File: src/ofcm_pkg.sv
// constants, register map and types for the over-range flag and clock-out mux
package ofcm_pkg;
  localparam int SAMPLE_W = 12;
  localparam int HOLD_W = 8;
  localparam int NUM_EVT = 5;
  localparam int ADDR_W = 12;
  // register byte offsets
  localparam logic [11:0] OFF_CTRL = 12'h000;
  localparam logic [11:0] OFF_THRESH = 12'h004;
  localparam logic [11:0] OFF_HOLD = 12'h008;
  localparam logic [11:0] OFF_STATUS = 12'h00C;
  localparam logic [11:0] OFF_INT_STATUS = 12'h010;
  localparam logic [11:0] OFF_INT_MASK = 12'h014;
  // control register fields
  localparam int CTRL_OVR_BIT = 0;
  localparam int CTRL_CFGC_LSB = 1;
  localparam int CTRL_CFGD_LSB = 3;
  localparam int CTRL_DIS_BIT = 5;
  localparam int CTRL_W = 6;
  // status register fields
  localparam int ST_FLAG_LSB = 0;
  localparam int ST_PINCFG_LSB = 4;
  localparam int ST_PLLEN_BIT = 6;
  localparam int ST_PD_BIT = 7;
  localparam int ST_CCLK_BIT = 8;
  localparam int ST_DCLK_BIT = 9;
  // interrupt bits: 0..3 flag rise per channel, 4 clock output on C lost
  localparam int EVT_CLK_LOST = 4;
  // reset values
  localparam logic [CTRL_W-1:0] CTRL_RST = 6'h00;
  localparam logic [SAMPLE_W-1:0] THRESH_RST = 12'h800;
  localparam logic [HOLD_W-1:0] HOLD_RST = 8'h08;
  localparam logic [NUM_EVT-1:0] MASK_RST = 5'h00;
  // clock output configuration codes
  localparam logic [1:0] CFG_FLAG = 2'h0;
  localparam logic [1:0] CFG_DIV1 = 2'h1;
  localparam logic [1:0] CFG_DIV2 = 2'h2;
  localparam logic [1:0] CFG_DIV4 = 2'h3;
  // reference output half period in ref_clk cycles
  localparam int REF_HALF = 2;
  typedef enum logic [0:0] {
    OFCM_IDLE = 1'b0,
    OFCM_HOLD = 1'b1
  } ofcm_hold_state_t;
endpackage

File: src/ofcm_div_if.sv
// carrier between the reference divider and the output mux
`timescale 1ns/100ps
interface ofcm_div_if;
  logic run;
  logic refOut;
  logic div2;
  logic div4;
  modport gen (
    input run,
    output refOut,
    output div2,
    output div4
  );
  modport use_side (
    output run,
    input refOut,
    input div2,
    input div4
  );
endinterface

File: src/ofcm_refdiv.sv
// reference output clock generator with synchronous divide-by-2 and divide-by-4
`timescale 1ns/100ps
module ofcm_refdiv #(
  parameter int REF_HALF = ofcm_pkg::REF_HALF
) (
  input wire logic ref_clk,
  input wire logic rstn,
  ofcm_div_if.gen div
);
  logic [7:0] halfCnt;
  logic halfEnd;

  assign halfEnd = (halfCnt == 8'(REF_HALF - 1));

  always_ff @(posedge ref_clk) begin
    if (!rstn || !div.run) begin
      halfCnt <= 8'h00;
    end else if (halfEnd) begin
      halfCnt <= 8'h00;
    end else begin
      halfCnt <= 8'(halfCnt + 8'h01);
    end
  end

  // all three toggle on the same edge as their source rises, so edges stay aligned
  always_ff @(posedge ref_clk) begin
    if (!rstn || !div.run) begin
      div.refOut <= 1'b0;
      div.div2 <= 1'b0;
      div.div4 <= 1'b0;
    end else if (halfEnd) begin
      div.refOut <= ~div.refOut;
      if (!div.refOut) begin
        div.div2 <= ~div.div2;
        if (!div.div2) begin
          div.div4 <= ~div.div4;
        end
      end
    end
  end
endmodule

File: src/ofcm_top.sv
// over-range flag outputs and clock-out mux for the C and D flag pins
`timescale 1ns/100ps
module ofcm_top #(
  parameter int NUM_CHANNELS = 4,
  parameter int REF_HALF = ofcm_pkg::REF_HALF
) (
  input wire logic ref_clk,
  input wire logic rstn,
  input wire logic psel,
  input wire logic penable,
  input wire logic pwrite,
  input wire logic [ofcm_pkg::ADDR_W-1:0] paddr,
  input wire logic [31:0] pwdata,
  output logic [31:0] prdata,
  output logic pready,
  output logic pslverr,
  input wire logic [4*ofcm_pkg::SAMPLE_W-1:0] sampleData,
  input wire logic sampleValid,
  input wire logic [1:0] clock_output_config_pins,
  input wire logic pllEnablePin,
  input wire logic power_down_pin,
  output logic overrange_flag_a,
  output logic overrange_flag_b,
  output logic overrange_flag_c_or_clock,
  output logic overrange_flag_d_or_clock,
  output logic pll_reference_clock_out,
  output logic irq
);
  localparam int SW = ofcm_pkg::SAMPLE_W;
  localparam int HW = ofcm_pkg::HOLD_W;
  localparam int NE = ofcm_pkg::NUM_EVT;

  // registers
  logic [ofcm_pkg::CTRL_W-1:0] ctrl;
  logic [SW-1:0] overrange_threshold;
  logic [HW-1:0] overrange_hold_count;
  logic [NE-1:0] intStatus;
  logic [NE-1:0] intMask;

  // synchronised pins
  logic [3:0] pinRaw;
  logic [3:0] pinS1;
  logic [3:0] pinS2;
  logic [3:0] pinS3;
  logic [3:0] pinStable;
  logic [1:0] cfgPins;
  logic pllEn;
  logic pwrDown;

  // flags
  logic [3:0] flag;
  logic [3:0] flagPrev;
  logic [3:0] overNow;
  logic [3:0] chanEn;

  // clock selection
  logic clkOverride;
  logic clkDisable;
  logic [1:0] cfgC;
  logic [1:0] cfgD;
  logic clockAllowed;
  logic cClkOn;
  logic dClkOn;
  logic cClkPrev;
  logic cFlagMode;
  logic dFlagMode;
  logic cClkSel;
  logic dClkSel;
  logic [NE-1:0] evt;

  // bus
  logic setupPh;
  logic accessDone;
  logic wrDone;
  logic addrHit;
  logic [31:0] rdValue;
  logic [31:0] statusWord;

  ofcm_div_if divBus ();

  ofcm_refdiv #(
    .REF_HALF(REF_HALF)
  ) u_refdiv (
    .ref_clk(ref_clk),
    .rstn(rstn),
    .div(divBus)
  );

  // pin synchronisers: a change counts once stages two and three agree
  assign pinRaw = {power_down_pin, pllEnablePin, clock_output_config_pins};

  genvar gp;
  generate
    for (gp = 0; gp < 4; gp++) begin : g_sync
      always_ff @(posedge ref_clk) begin
        if (!rstn) begin
          pinS1[gp] <= 1'b0;
          pinS2[gp] <= 1'b0;
          pinS3[gp] <= 1'b0;
          pinStable[gp] <= 1'b0;
        end else begin
          pinS1[gp] <= pinRaw[gp];
          pinS2[gp] <= pinS1[gp];
          pinS3[gp] <= pinS2[gp];
          if (pinS2[gp] == pinS3[gp]) begin
            pinStable[gp] <= pinS3[gp];
          end
        end
      end
    end
  endgenerate

  assign cfgPins = pinStable[1:0];
  assign pllEn = pinStable[2];
  assign pwrDown = pinStable[3];

  // per-channel detect and hold
  genvar gc;
  generate
    for (gc = 0; gc < 4; gc++) begin : g_chan
      logic [SW-1:0] smp;
      logic [SW-1:0] mag;
      logic [HW-1:0] holdCnt;
      ofcm_pkg::ofcm_hold_state_t state;

      // single variant drops B, only quad keeps C and D
      assign chanEn[gc] = (gc < NUM_CHANNELS);
      assign smp = sampleData[gc*SW +: SW];
      assign mag = smp[SW-1] ? SW'(~smp + 1'b1) : smp;
      assign overNow[gc] = chanEn[gc] && sampleValid && (mag > overrange_threshold);

      always_ff @(posedge ref_clk) begin
        if (!rstn) begin
          state <= ofcm_pkg::OFCM_IDLE;
          holdCnt <= '0;
          flag[gc] <= 1'b0;
        end else begin
          case (state)
            ofcm_pkg::OFCM_IDLE: begin
              if (overNow[gc]) begin
                state <= ofcm_pkg::OFCM_HOLD;
                holdCnt <= overrange_hold_count;
                flag[gc] <= 1'b1;
              end
            end
            ofcm_pkg::OFCM_HOLD: begin
              // every new over-range sample restarts the minimum time
              if (overNow[gc]) begin
                holdCnt <= overrange_hold_count;
              end else if (holdCnt == '0) begin
                state <= ofcm_pkg::OFCM_IDLE;
                flag[gc] <= 1'b0;
              end else begin
                holdCnt <= HW'(holdCnt - 1'b1);
              end
            end
            default: begin
              state <= ofcm_pkg::OFCM_IDLE;
              flag[gc] <= 1'b0;
            end
          endcase
        end
      end
    end
  endgenerate

  // clock output selection
  assign clkOverride = ctrl[ofcm_pkg::CTRL_OVR_BIT];
  assign clkDisable = ctrl[ofcm_pkg::CTRL_DIS_BIT];

  always_comb begin
    if (clkDisable) begin
      cfgC = ofcm_pkg::CFG_FLAG;
    end else if (clkOverride) begin
      cfgC = ctrl[ofcm_pkg::CTRL_CFGC_LSB +: 2];
    end else begin
      cfgC = cfgPins;
    end
  end

  always_comb begin
    if (clkDisable) begin
      cfgD = ofcm_pkg::CFG_FLAG;
    end else if (clkOverride) begin
      cfgD = ctrl[ofcm_pkg::CTRL_CFGD_LSB +: 2];
    end else if (cfgPins != ofcm_pkg::CFG_FLAG) begin
      cfgD = ofcm_pkg::CFG_DIV1;
    end else begin
      cfgD = ofcm_pkg::CFG_FLAG;
    end
  end

  assign clockAllowed = pllEn && !pwrDown;
  assign divBus.run = clockAllowed;
  assign cClkOn = clockAllowed && (cfgC != ofcm_pkg::CFG_FLAG);
  assign dClkOn = cClkOn && (cfgD != ofcm_pkg::CFG_FLAG);
  assign cFlagMode = (cfgC == ofcm_pkg::CFG_FLAG);
  assign dFlagMode = cFlagMode || (cfgD == ofcm_pkg::CFG_FLAG);

  always_comb begin
    case (cfgC)
      ofcm_pkg::CFG_DIV1: cClkSel = divBus.refOut;
      ofcm_pkg::CFG_DIV2: cClkSel = divBus.div2;
      ofcm_pkg::CFG_DIV4: cClkSel = divBus.div4;
      default: cClkSel = 1'b0;
    endcase
  end

  always_comb begin
    case (cfgD)
      ofcm_pkg::CFG_DIV1: dClkSel = divBus.refOut;
      ofcm_pkg::CFG_DIV2: dClkSel = divBus.div2;
      ofcm_pkg::CFG_DIV4: dClkSel = divBus.div4;
      default: dClkSel = 1'b0;
    endcase
  end

  // pins register the mux so every output leaves a flip-flop; all lag one cycle alike
  always_ff @(posedge ref_clk) begin
    if (!rstn) begin
      overrange_flag_a <= 1'b0;
      overrange_flag_b <= 1'b0;
      overrange_flag_c_or_clock <= 1'b0;
      overrange_flag_d_or_clock <= 1'b0;
      pll_reference_clock_out <= 1'b0;
    end else begin
      overrange_flag_a <= flag[0];
      overrange_flag_b <= flag[1];
      pll_reference_clock_out <= divBus.refOut;
      // a clock selection without PLL parks the pin low rather than showing flags
      if (cClkOn) begin
        overrange_flag_c_or_clock <= cClkSel;
      end else if (cFlagMode) begin
        overrange_flag_c_or_clock <= flag[2];
      end else begin
        overrange_flag_c_or_clock <= 1'b0;
      end
      if (dClkOn) begin
        overrange_flag_d_or_clock <= dClkSel;
      end else if (dFlagMode) begin
        overrange_flag_d_or_clock <= flag[3];
      end else begin
        overrange_flag_d_or_clock <= 1'b0;
      end
    end
  end

  // events
  always_ff @(posedge ref_clk) begin
    if (!rstn) begin
      flagPrev <= 4'h0;
      cClkPrev <= 1'b0;
    end else begin
      flagPrev <= flag;
      cClkPrev <= cClkOn;
    end
  end

  assign evt = {cClkPrev && !cClkOn, flag & ~flagPrev};

  // APB slave: no wait states, read data captured in the setup cycle
  assign setupPh = psel && !penable;
  assign accessDone = psel && penable && pready;
  assign wrDone = accessDone && pwrite;

  always_comb begin
    statusWord = 32'h0000_0000;
    statusWord[ofcm_pkg::ST_FLAG_LSB +: 4] = flag;
    statusWord[ofcm_pkg::ST_PINCFG_LSB +: 2] = cfgPins;
    statusWord[ofcm_pkg::ST_PLLEN_BIT] = pllEn;
    statusWord[ofcm_pkg::ST_PD_BIT] = pwrDown;
    statusWord[ofcm_pkg::ST_CCLK_BIT] = cClkOn;
    statusWord[ofcm_pkg::ST_DCLK_BIT] = dClkOn;
  end

  always_comb begin
    rdValue = 32'h0000_0000;
    addrHit = 1'b1;
    case (paddr)
      ofcm_pkg::OFF_CTRL: rdValue[ofcm_pkg::CTRL_W-1:0] = ctrl;
      ofcm_pkg::OFF_THRESH: rdValue[SW-1:0] = overrange_threshold;
      ofcm_pkg::OFF_HOLD: rdValue[HW-1:0] = overrange_hold_count;
      ofcm_pkg::OFF_STATUS: rdValue = statusWord;
      ofcm_pkg::OFF_INT_STATUS: rdValue[NE-1:0] = intStatus;
      ofcm_pkg::OFF_INT_MASK: rdValue[NE-1:0] = intMask;
      default: addrHit = 1'b0;
    endcase
  end

  always_ff @(posedge ref_clk) begin
    if (!rstn) begin
      pready <= 1'b0;
      pslverr <= 1'b0;
      prdata <= 32'h0000_0000;
    end else begin
      pready <= setupPh;
      if (setupPh) begin
        pslverr <= !addrHit;
        prdata <= (pwrite || !addrHit) ? 32'h0000_0000 : rdValue;
      end else begin
        pslverr <= 1'b0;
      end
    end
  end

  always_ff @(posedge ref_clk) begin
    if (!rstn) begin
      ctrl <= ofcm_pkg::CTRL_RST;
      overrange_threshold <= ofcm_pkg::THRESH_RST;
      overrange_hold_count <= ofcm_pkg::HOLD_RST;
      intMask <= ofcm_pkg::MASK_RST;
    end else if (wrDone) begin
      case (paddr)
        ofcm_pkg::OFF_CTRL: ctrl <= pwdata[ofcm_pkg::CTRL_W-1:0];
        ofcm_pkg::OFF_THRESH: overrange_threshold <= pwdata[SW-1:0];
        ofcm_pkg::OFF_HOLD: overrange_hold_count <= pwdata[HW-1:0];
        ofcm_pkg::OFF_INT_MASK: intMask <= pwdata[NE-1:0];
        default: ;
      endcase
    end
  end

  // new events win over a write-one-to-clear in the same cycle
  always_ff @(posedge ref_clk) begin
    if (!rstn) begin
      intStatus <= '0;
    end else if (wrDone && (paddr == ofcm_pkg::OFF_INT_STATUS)) begin
      intStatus <= (intStatus & ~pwdata[NE-1:0]) | evt;
    end else begin
      intStatus <= intStatus | evt;
    end
  end

  always_ff @(posedge ref_clk) begin
    if (!rstn) begin
      irq <= 1'b0;
    end else begin
      irq <= |(intStatus & intMask);
    end
  end
endmodule

File: config.mk
export PLATFORM = sky130hd
export DESIGN_NAME = ofcm_top
export DESIGN_NICKNAME = d
export VERILOG_FILES = /design/src/ofcm_pkg.sv /design/src/ofcm_div_if.sv /design/src/ofcm_refdiv.sv /design/src/ofcm_top.sv
export SDC_FILE = /design/constraint.sdc
export NUM_CORES = 1
export LEC_CHECK = 0
export BUFFER_PORTS_ARGS = -buffer_cell sky130_fd_sc_hd__buf_4
export CELL_PAD_IN_SITES_DETAIL_PLACEMENT = 0
export CELL_PAD_IN_SITES_GLOBAL_PLACEMENT = 2
export CORE_ASPECT_RATIO = 1.5
export CORE_MARGIN = 1
export CORE_UTILIZATION = 30
export CTS_CLUSTER_SIZE = 25
export DETAILED_ROUTE_END_ITERATION = 6
export GPL_TIMING_DRIVEN = 1
export PLACE_DENSITY = 0.83
export RECOVER_POWER = 25
export SLEW_MARGIN = 25
export SYNTH_ARGS = -nofsm -noshare
export SYNTH_HDL_FRONTEND = slang
export SYNTH_HIERARCHICAL = 1
export SYNTH_SLANG_ARGS = --single-unit
File: constraint.sdc
create_clock -name ref_clk -period 10.52 [get_ports ref_clk]
set_clock_uncertainty 0.2 [all_clocks]
set_input_delay 0.526 -clock ref_clk [delete_from_list [all_inputs] [get_ports ref_clk]]
set_output_delay 0.526 -clock ref_clk [all_outputs]
set_load 0.02 [all_outputs]
# == Word level (Yosys, flattened, before mapping) ==
# Index checks and enable logic that the tools add are counted.
# totals
mem_count,0
ramBits,0
latchBits,0
mem_bits_ro,0
output_inout_bits,40
register_bits,148
# classes
n_div,0
eq_ne,32
addsub,9
n_shift,0
mul,0
n_mux,70
magnitude_cmp,4
reduce_logical,50
bitwise_logic,18
# ops
operator,n
$mux 8,12
$pmux 8 s2,4
$mux 12,5
$add 12x1->12 const B,4
$gt 12x12->1,4
$not 12->12,4
$logic_not 8->1,4
$sub 8x1->8 const B,4
$mux 1,30
$pmux 5 s6,1
$eq 12x4->1 const B,2
$eq 12x5->1 const B,2
$reduce_and 2->1,10
$ne 2x2->1 const B,8
$pmux 1 s2,8
$reduce_and 3->1,5
$logic_and 1x1->1,13
$eq 12x3->1 const B,1
$logic_not 12->1,1
$ne 3x3->1 const B,4
$and 5x5->5,2
$or 5x5->5,2
$add 8x1->8 const B,1
$eq 2x2->1 const B,4
21 further kinds,48

# == Logic depth before layout (Yosys ltp) ==
# Gate-level depths: netlist of the first run.
# logic_depth
word_depth,8
depth_mapped,14

# == By module ==
# The synthesis of the first run kept the hierarchy.
# by_module_without_submodules
module,n_inst,cells_per_inst,area_per_inst_um2
ofcm_top,1,851,7226.9
ofcm_refdiv,1,53,471.7

# == Worst setup path after synthesis of the first run ==
# Ideal clock, no wire load.
# synth_path
path_type,in2reg
startpoint,input port sampleData[36] in the netlist's numbering
endpoint,register flag[3]
path_slack_ns,6.849
arrival_ns,3.356
required_ns,10.205
setup_ns,0.115
cell_stages,14
n_path_buf,1
path_cell_list,inv_1 -> ha_1 -> nand2_1 -> or4_1 -> o41ai_1 -> xnor2_1 -> ha_1 -> nand2_1 -> o21ai_0 -> a2111o_1 -> o21ai_1 -> clkbuf_1 -> nor2_1 -> o21a_1
# synth_via
elab_chain_len,7
word_cells_on_any_way,8
classes_between,add/sub (1); order compare (1); eq/ne (2); mux (1); bitwise (1); reduce/logical (2)
# synth_rtl
element,line,text
from (decl),ofcm_top.sv:17,"input wire logic [4*ofcm_pkg::SAMPLE_W-1:0] sampleData,"
$not 12->12,ofcm_top.sv:129,assign mag = smp[SW-1] ? SW'(~smp + 1'b1) : smp;
$add 12x1->12,ofcm_top.sv:129,
$mux 12 (*),ofcm_top.sv:129,
$gt 12x12->1 (*),ofcm_top.sv:130,assign overNow[gc] = chanEn[gc] && sampleValid && (mag > overrange_threshold);
$logic_and 1x1->1 (*),ofcm_top.sv:130,
$ne 2x2->1 (no line),-,
$reduce_and 3->1 (no line) (*),-,
"to (signal, indexed assignment)",ofcm_top.sv:136,flag[gc] <= 1'b0;
"to (signal, indexed assignment)",ofcm_top.sv:143,flag[gc] <= 1'b1;
"to (signal, indexed assignment)",ofcm_top.sv:152,flag[gc] <= 1'b0;
to (decl),ofcm_top.sv:51,logic [3:0] flag;
# Every way passes the cells marked *; elsewhere a longest branch is shown, timed or not.
# A chain may end at the register's enable or synchronous reset.

==> flow_summary.json, run 1 <==
{
  "path_common_cell": "nor2_1",
  "maxSlewViolCount": 42,
  "drv_cap": 1,
  "antenna_found_initial": 0,
  "num_rows": 71,
  "criticalPathCategory": "in2reg",
  "ys_seq_area_share_pct": 32.76,
  "clkSinkCount": 126,
  "io_buffers": 101,
  "htreeDepth": 4,
  "routed_wl_um": 21180,
  "violations": "capacitance limit, slew limit",
  "fin_crit_ns": 3.465,
  "synth_edf_count": 0,
  "grt-ovfl-total": 0,
  "path_max_fanout": 41,
  "end_kind": "flip-flop",
  "die_x_um": 132.8,
  "tightest_slew_ns": 1.879,
  "route.met3.wl_um": 649,
  "ys_ff_latch": 126,
  "p_per_area_mw_per_mm2": 129.2,
  "crit_path_cell_trace": "clkbuf_1 > clkinv_1 > nor2_1 > nand4b_1 > nor2_1 > nand2_1 > o211ai_1",
  "clockBufferDepth": 2,
  "syn-cell-area_mm2": 0.007699,
  "antenna_left": 0,
  "vias": 6620,
  "hold_path.class": "in2reg",
  "reg2regPathDepth": 8,
  "hold_viol_final": 0,
  "synth_top_area_cell": "dfxtp_1",
  "diodes": 0,
  "start_util_pct": 30.62,
  "outcome": "complete, but fails checks",
  "wl_per_cell_um": 15.82,
  "grt_pass1_vias": 6253,
  "cts_buffers": 17,
  "yosys_warnings": 6,
  "cts_tree": "built",
  "crit_start": "rstn",
  "path_clk_slew_ns": 0.06,
  "worstHoldStart": "clock_output_config_pins[1]",
  "synthTopCellsByArea": "dfxtp_1, ha_1, xnor2_1",
  "dr.max_layer_used": "met4",
  "clk_latency_ns": 0.42,
  "multi_input_area_mm2": 0.004735,
  "drc": 0,
  "seq_area_mm2": 0.002522,
  "area_growth_pct": 19.37,
  "syn_inst": 904,
  "layout_commonest_cell": "dfxtp_1",
  "cp.arrival_ns": 3.60,
  "holdPathStages": 2,
  "hpwl_um": 16440,
  "n_fill_cell": 2630,
  "gp_congestion": 0.8144,
  "postCtsSetupRepairBufs": 0,
  "core_area_mm2": 0.02514,
  "slowest_stage": "clkbuf_1",
  "async_reset_ff_share_pct": 0,
  "drt_iter0_markers": 304,
  "setup_ws_ns": 7.055,
  "p_leak_nw": 3.488,
  "grt_pass1_wl_um": 33440,
  "startpoint_type": "input port",
  "pin_count": 142,
  "synth_cell_type_count": 62,
  "die_area_mm2": 0.02632,
  "dieHeight_um": 198.2,
  "root_buffer": "clkbuf_16",
  "met1_length_um": 8925,
  "firstDrtPassIters": 4,
  "tns_ns": 0,
  "synthFlopType": "dfxtp_1",
  "peakVddDrop_v": 0.0001066,
  "nets": 1163,
  "avgSynthCellArea_um2": 8.516,
  "clock.fmax_ghz": 0.2886,
  "yosysTopAreaCellShare_pct": 32.76,
  "vias_per_cell": 4.944,
  "wl_met2_um": 10930,
  "rsz0062_at_grt": "no",
  "cts_resized": 0,
  "grt_start_max_net_pins": 81,
  "drive_gt1_share_pct": 14.44,
  "dpl_worst_slack_ns": 6.770,
  "period_share_pct": 32.94,
  "required_ns": 10.65,
  "grt_usage_pct": 16.41,
  "setup_viol": 0,
  "cpPeakStageDelay_ns": 1.31,
  "cts_hold_buf": 0,
  "mostFrequentLayoutCells": "dfxtp_1, buf_4, nor2_1",
  "reg2reg_from": "g_chan[1].holdCnt[0]",
  "slew-limit-headroom_pct": -25.29
}
## report_power, final
part | total (mW) | switching, mW | internal (mW)
Clock | 0.584 | 0.223 | 0.362
Sequential | 0.480 | 0.000822 | 0.479
Combinational | 0.123 | 0.0671 | 0.0557
Total | 1.19 | 0.291 | 0.897
## cell families (layout without fill, tap and decap cells)
| family | Yosys count | in the layout | share of synthesized area, % |
|---|---|---|---|
| simple gates | 319 | 319 | 21.14 |
| compound gates | 195 | 195 | 16.24 |
| flops | 126 | 126 | 32.76 |
| buf+inv | 102 | 190 | 6.663 |
| fa+ha+maj | 62 | 62 | 10.08 |
| xor+xnor | 52 | 52 | 5.916 |
| mux | 47 | 47 | 7.151 |
| other cells | 1 | 20 | 0.04871 |
## cells in the mapped netlist, types with 11 or more instances
cell,count
a21oi_1,58
mux2i_1,37
o31ai_1,15
ha_1,62
nand3_1,32
buf_4,21
nor2_1,87
o21ai_0,50
xnor2_1,48
dfxtp_1,126
nand4_1,12
or3_1,19
clkbuf_1,21
nor3_1,24
a211oi_1,12
inv_1,50
and2_1,18
nand2b_1,17
o211ai_1,11
nor4_1,12
nand2_1,59
## worst max-delay path, delay by kind of cell
kind | cells | cell delay, ns
AND/OR/NAND/NOR | 4 | 1.34
buffers and inverters | 2 | 1.60
AO/OA/AOI/OAI | 1 | 0.10
## path summary, 6_finish.rpt
kind | end | slack (ns)
hold / removal | pinS1[1] | 0.12
setup reg to reg | g_chan[1].holdCnt[3] | 7.79
hold reg to reg | pinS2[2] | 0.23
setup / recovery | prdata[4] | 7.05
## per-stage QoR
| stage | util (%) | std cells | total power [mW] | hold slack [ns] | cell area [um2] |
|---|---|---|---|---|---|
| after global routing | 36.56 | 1339 | 1.236 | 0.1120 | 9190 |
| after CTS | 36.82 | 1339 | 1.200 | 0.1114 | 9258 |
| final | 36.56 | 1339 | 1.188 | 0.1227 | 9190 |
| after floorplan | - | 923 | 0.5730 | 0.2119 | 7770 |
| after global placement | 34.48 | 1308 | 0.6137 | 0.2180 | 8670 |
| after detailed placement | 34.48 | 1308 | 0.6156 | 0.2183 | 8670 |
## sequential cells by signal, summed over array words and instances, names as in the netlist, 2 cells and up
name,count
pinS3,4
u_refdiv/halfCnt,8
pinS2,4
pinS1,4
overrange_threshold,12
intStatus,5
ctrl,6
overrange_hold_count,8
g_chan.state,4
cfgPins,2
prdata,12
g_chan.holdCnt,32
intMask,5
flag,4
flagPrev,4
## final cells by class
type                       count  area share, %
clock buffer                  19          4.929
inverter                      51          2.083
sequential                   126          27.45
multi-input combinational    695          51.52
timing repair buffer         108          8.087
tap                          328          4.466
clock inverter                12          1.470
## metal layers
| layer | track usage, % | vias to the layer above |
|---|---|---|
| li1 | - | 3402 |
| met1 | 18.37 | 3061 |
| met2 | 30.23 | 126 |
| met3 | 2.688 | 31 |
| met4 | 7.195 | 0 |
| met5 | 0 | - |
(Power assumes the default switching activity.)
==> run 2: changes to the inputs <==
- PLACE_DENSITY: 0.83 -> 0.86
- clock period: 10.52 -> 2.95 ns (I/O delays scaled with it)
==> run 2 against run 1 <==
The run now ends clean; non-clock buffer count is 68 higher; highest routed layer unchanged; via count increased by 4.8%; sequential cell count is the same; largest power group unchanged; cell count is 5.2% higher; utilization up 2.5 points.
==> flow_summary.json, run 2 (synthesized netlist as in run 1, its figures left out) <==
{
  "path_max_fanout": 5,
  "timing.rr.end": "g_chan[1].holdCnt[0]",
  "drive_gt1_share_pct": 18.06,
  "rsz0062_at_grt": "no",
  "grt-ovfl-total": 0,
  "p_leak_nw": 3.781,
  "largest_reg_flops": 32,
  "clkPwrFrac_pct": 47.7,
  "grt_pass1_vias": 6675,
  "rrSetupSlack_ns": 0.47,
  "start_util_pct": 30.62,
  "vias_per_cell": 4.922,
  "reg2reg_from": "overrange_threshold[1]",
  "dieHeight_um": 198.2,
  "top_regs": "g_chan.holdCnt (32), overrange_threshold (12), prdata (12)",
  "grt_pass1_wl_um": 34380,
  "outcome": "finished, final reports clean",
  "setup_viol": 0,
  "p_per_area_mw_per_mm2": 430.0,
  "p_switching_mw": 1.098,
  "clk_latency_ns": 0.43,
  "dp.cells": 1350,
  "vias": 6935,
  "required_ns": 3.03,
  "maxSlewViolCount": 0,
  "holdPathStages": 6,
  "drt_iter0_markers": 290,
  "gp_congestion": 0.7950,
  "die_x_um": 132.8,
  "worstHoldStart": "sampleValid",
  "area_growth_pct": 27.43,
  "io_buffers": 101,
  "total_power_mw": 4.218,
  "core_area_mm2": 0.02514,
  "cts_tree": "built",
  "antenna_left": 0,
  "num_rows": 71,
  "tightest_slew_ns": 1.376,
  "clkSinkCount": 126,
  "reg2regPathDepth": 9,
  "end_kind": "flip-flop",
  "cp.arrival_ns": 2.86,
  "cts_buffers": 17,
  "clockBufferDepth": 2,
  "path_clk_slew_ns": 0.06,
  "peakVddDrop_v": 0.0004011,
  "root_buffer": "clkbuf_16",
  "whs_ns": 0.09815,
  "wl_per_cell_um": 15.30,
  "whs_endpoint": "g_chan[0].holdCnt[2]",
  "htreeDepth": 4,
  "layout.cells.non_filler": 1409,
  "die_area_mm2": 0.02632,
  "startpoint_type": "input port",
  "crit_start": "sampleData[3]",
  "nets": 1231,
  "netSwitchingFraction_pct": 26.03,
  "layout_commonest_cell": "buf_4",
  "firstDrtPassIters": 5,
  "mostFrequentLayoutCells": "buf_4, dfxtp_1, nor2_1",
  "grt_start_max_net_pins": 56,
  "power_frac_comb_pct": 11.7,
  "pin_count": 142,
  "drv_cap": 0,
  "criticalPathCategory": "in2reg",
  "fin_crit_ns": 2.781,
  "cell_internal_pwr_mw": 3.120,
  "hold_viol_final": 0,
  "hpwl_um": 16690,
  "slew-limit-headroom_pct": 8.267,
  "n_fill_cell": 2565,
  "drc": 0,
  "clock.fmax_ghz": 0.3596,
  "largest-register": "g_chan.holdCnt",
  "antenna_found_initial": 1,
  "seq_power_share_pct": 40.6,
  "grt_usage_pct": 16.92,
  "period_share_pct": 94.27,
  "hold_path.class": "in2reg",
  "routed_wl_um": 21560
}
==> run 2: cell count changes in the layout (fill, tap and decap cells not counted), sizes merged <==
| cell | previous run | this run |
|---|---|---|
| diode | 0 | 1 |
| dlygate4sd3 | 0 | 25 |
| clkbuf | 37 | 39 |
| clkinv | 7 | 5 |
| clkinvlp | 1 | 5 |
| inv | 53 | 54 |
| bufinv | 2 | 1 |
| buf | 90 | 130 |
==> run 2: worst max-delay path by stage <==
stage	endpoint	slack (ns)	depth (start not counted)
after CTS	g_chan[0].holdCnt[5]	0.09	13
final	flag[0]	0.17	13
after floorplan	flag[3]	-0.02	14
after global placement	g_chan[0].holdCnt[0]	-0.28	13
after detailed placement	g_chan[0].holdCnt[4]	-0.35	13
after global routing	g_chan[0].holdCnt[5]	0.004	13
==> run 2: final cells by class <==
cell class,count,area (um2),share of cell area [%]
Antenna cell,1,2.502,0.02551
Tap cell,328,410.4,4.183
Multi-Input combinational cell,695,4785,48.77
Clock buffer,18,429.2,4.374
Inverter,51,191.4,1.951
Timing Repair Buffer,176,1334,13.60
Clock inverter,14,136.4,1.390
Sequential cell,126,2522,25.71
==> run 2: per-stage QoR <==
stage | setup TNS, ns | utilization [%] | instance area, um2 | worst slack [ns]
after CTS | 0 | 39.20 | 9856 | 0.08959
after global routing | 0 | 39.02 | 9811 | 0.003642
after detailed placement | -7.859 | 35.96 | 9040 | -0.3498
final | 0 | 39.02 | 9811 | 0.1690
after floorplan | -0.01789 | - | 7814 | -0.01789
after global placement | -6.330 | 35.96 | 9040 | -0.2807
==> run 2: layer usage <==
| layer | GRT usage (%) | wire, um | vias up |
|---|---|---|---|
| li1 | - | - | 3555 |
| met1 | 18.69 | 8975 | 3195 |
| met3 | 2.867 | 713 | 33 |
| met2 | 31.28 | 11260 | 152 |
| met5 | 0 | 0 | - |
| met4 | 7.705 | 609 | 0 |
==> run 2: timing repair <==
action                     4_1_cts  5_1_grt
hold endpoints to repair        57        0
resized for setup                0        5
setup buffers                    0        1
setup endpoints to repair        0       17
hold buffers                    25        0
==> run 2: critical path, stage by stage <==
cell and delay [ns]:
buf_4 0.11, or4_1 0.53, or2_2 0.33, o41ai_2 0.24
xnor2_1 0.18, ha_1 0.29, nand4_1 0.16, nor2_1 0.07
a221oi_1 0.32, a21oi_2 0.14, buf_4 0.15, inv_1 0.11
a311oi_1 0.10
==> run 2: power groups by stage <==
| stage | logic [mW] | clock network [mW] | registers, mW |
|---|---|---|---|
| final | 0.495 | 2.01 | 1.71 |
| after global routing | 0.555 | 2.12 | 1.71 |
| after CTS | 0.499 | 2.05 | 1.71 |
| after detailed placement | 0.472 | 0 | 1.75 |
| after global placement | 0.465 | 0 | 1.75 |
| after floorplan | 0.296 | 0 | 1.75 |
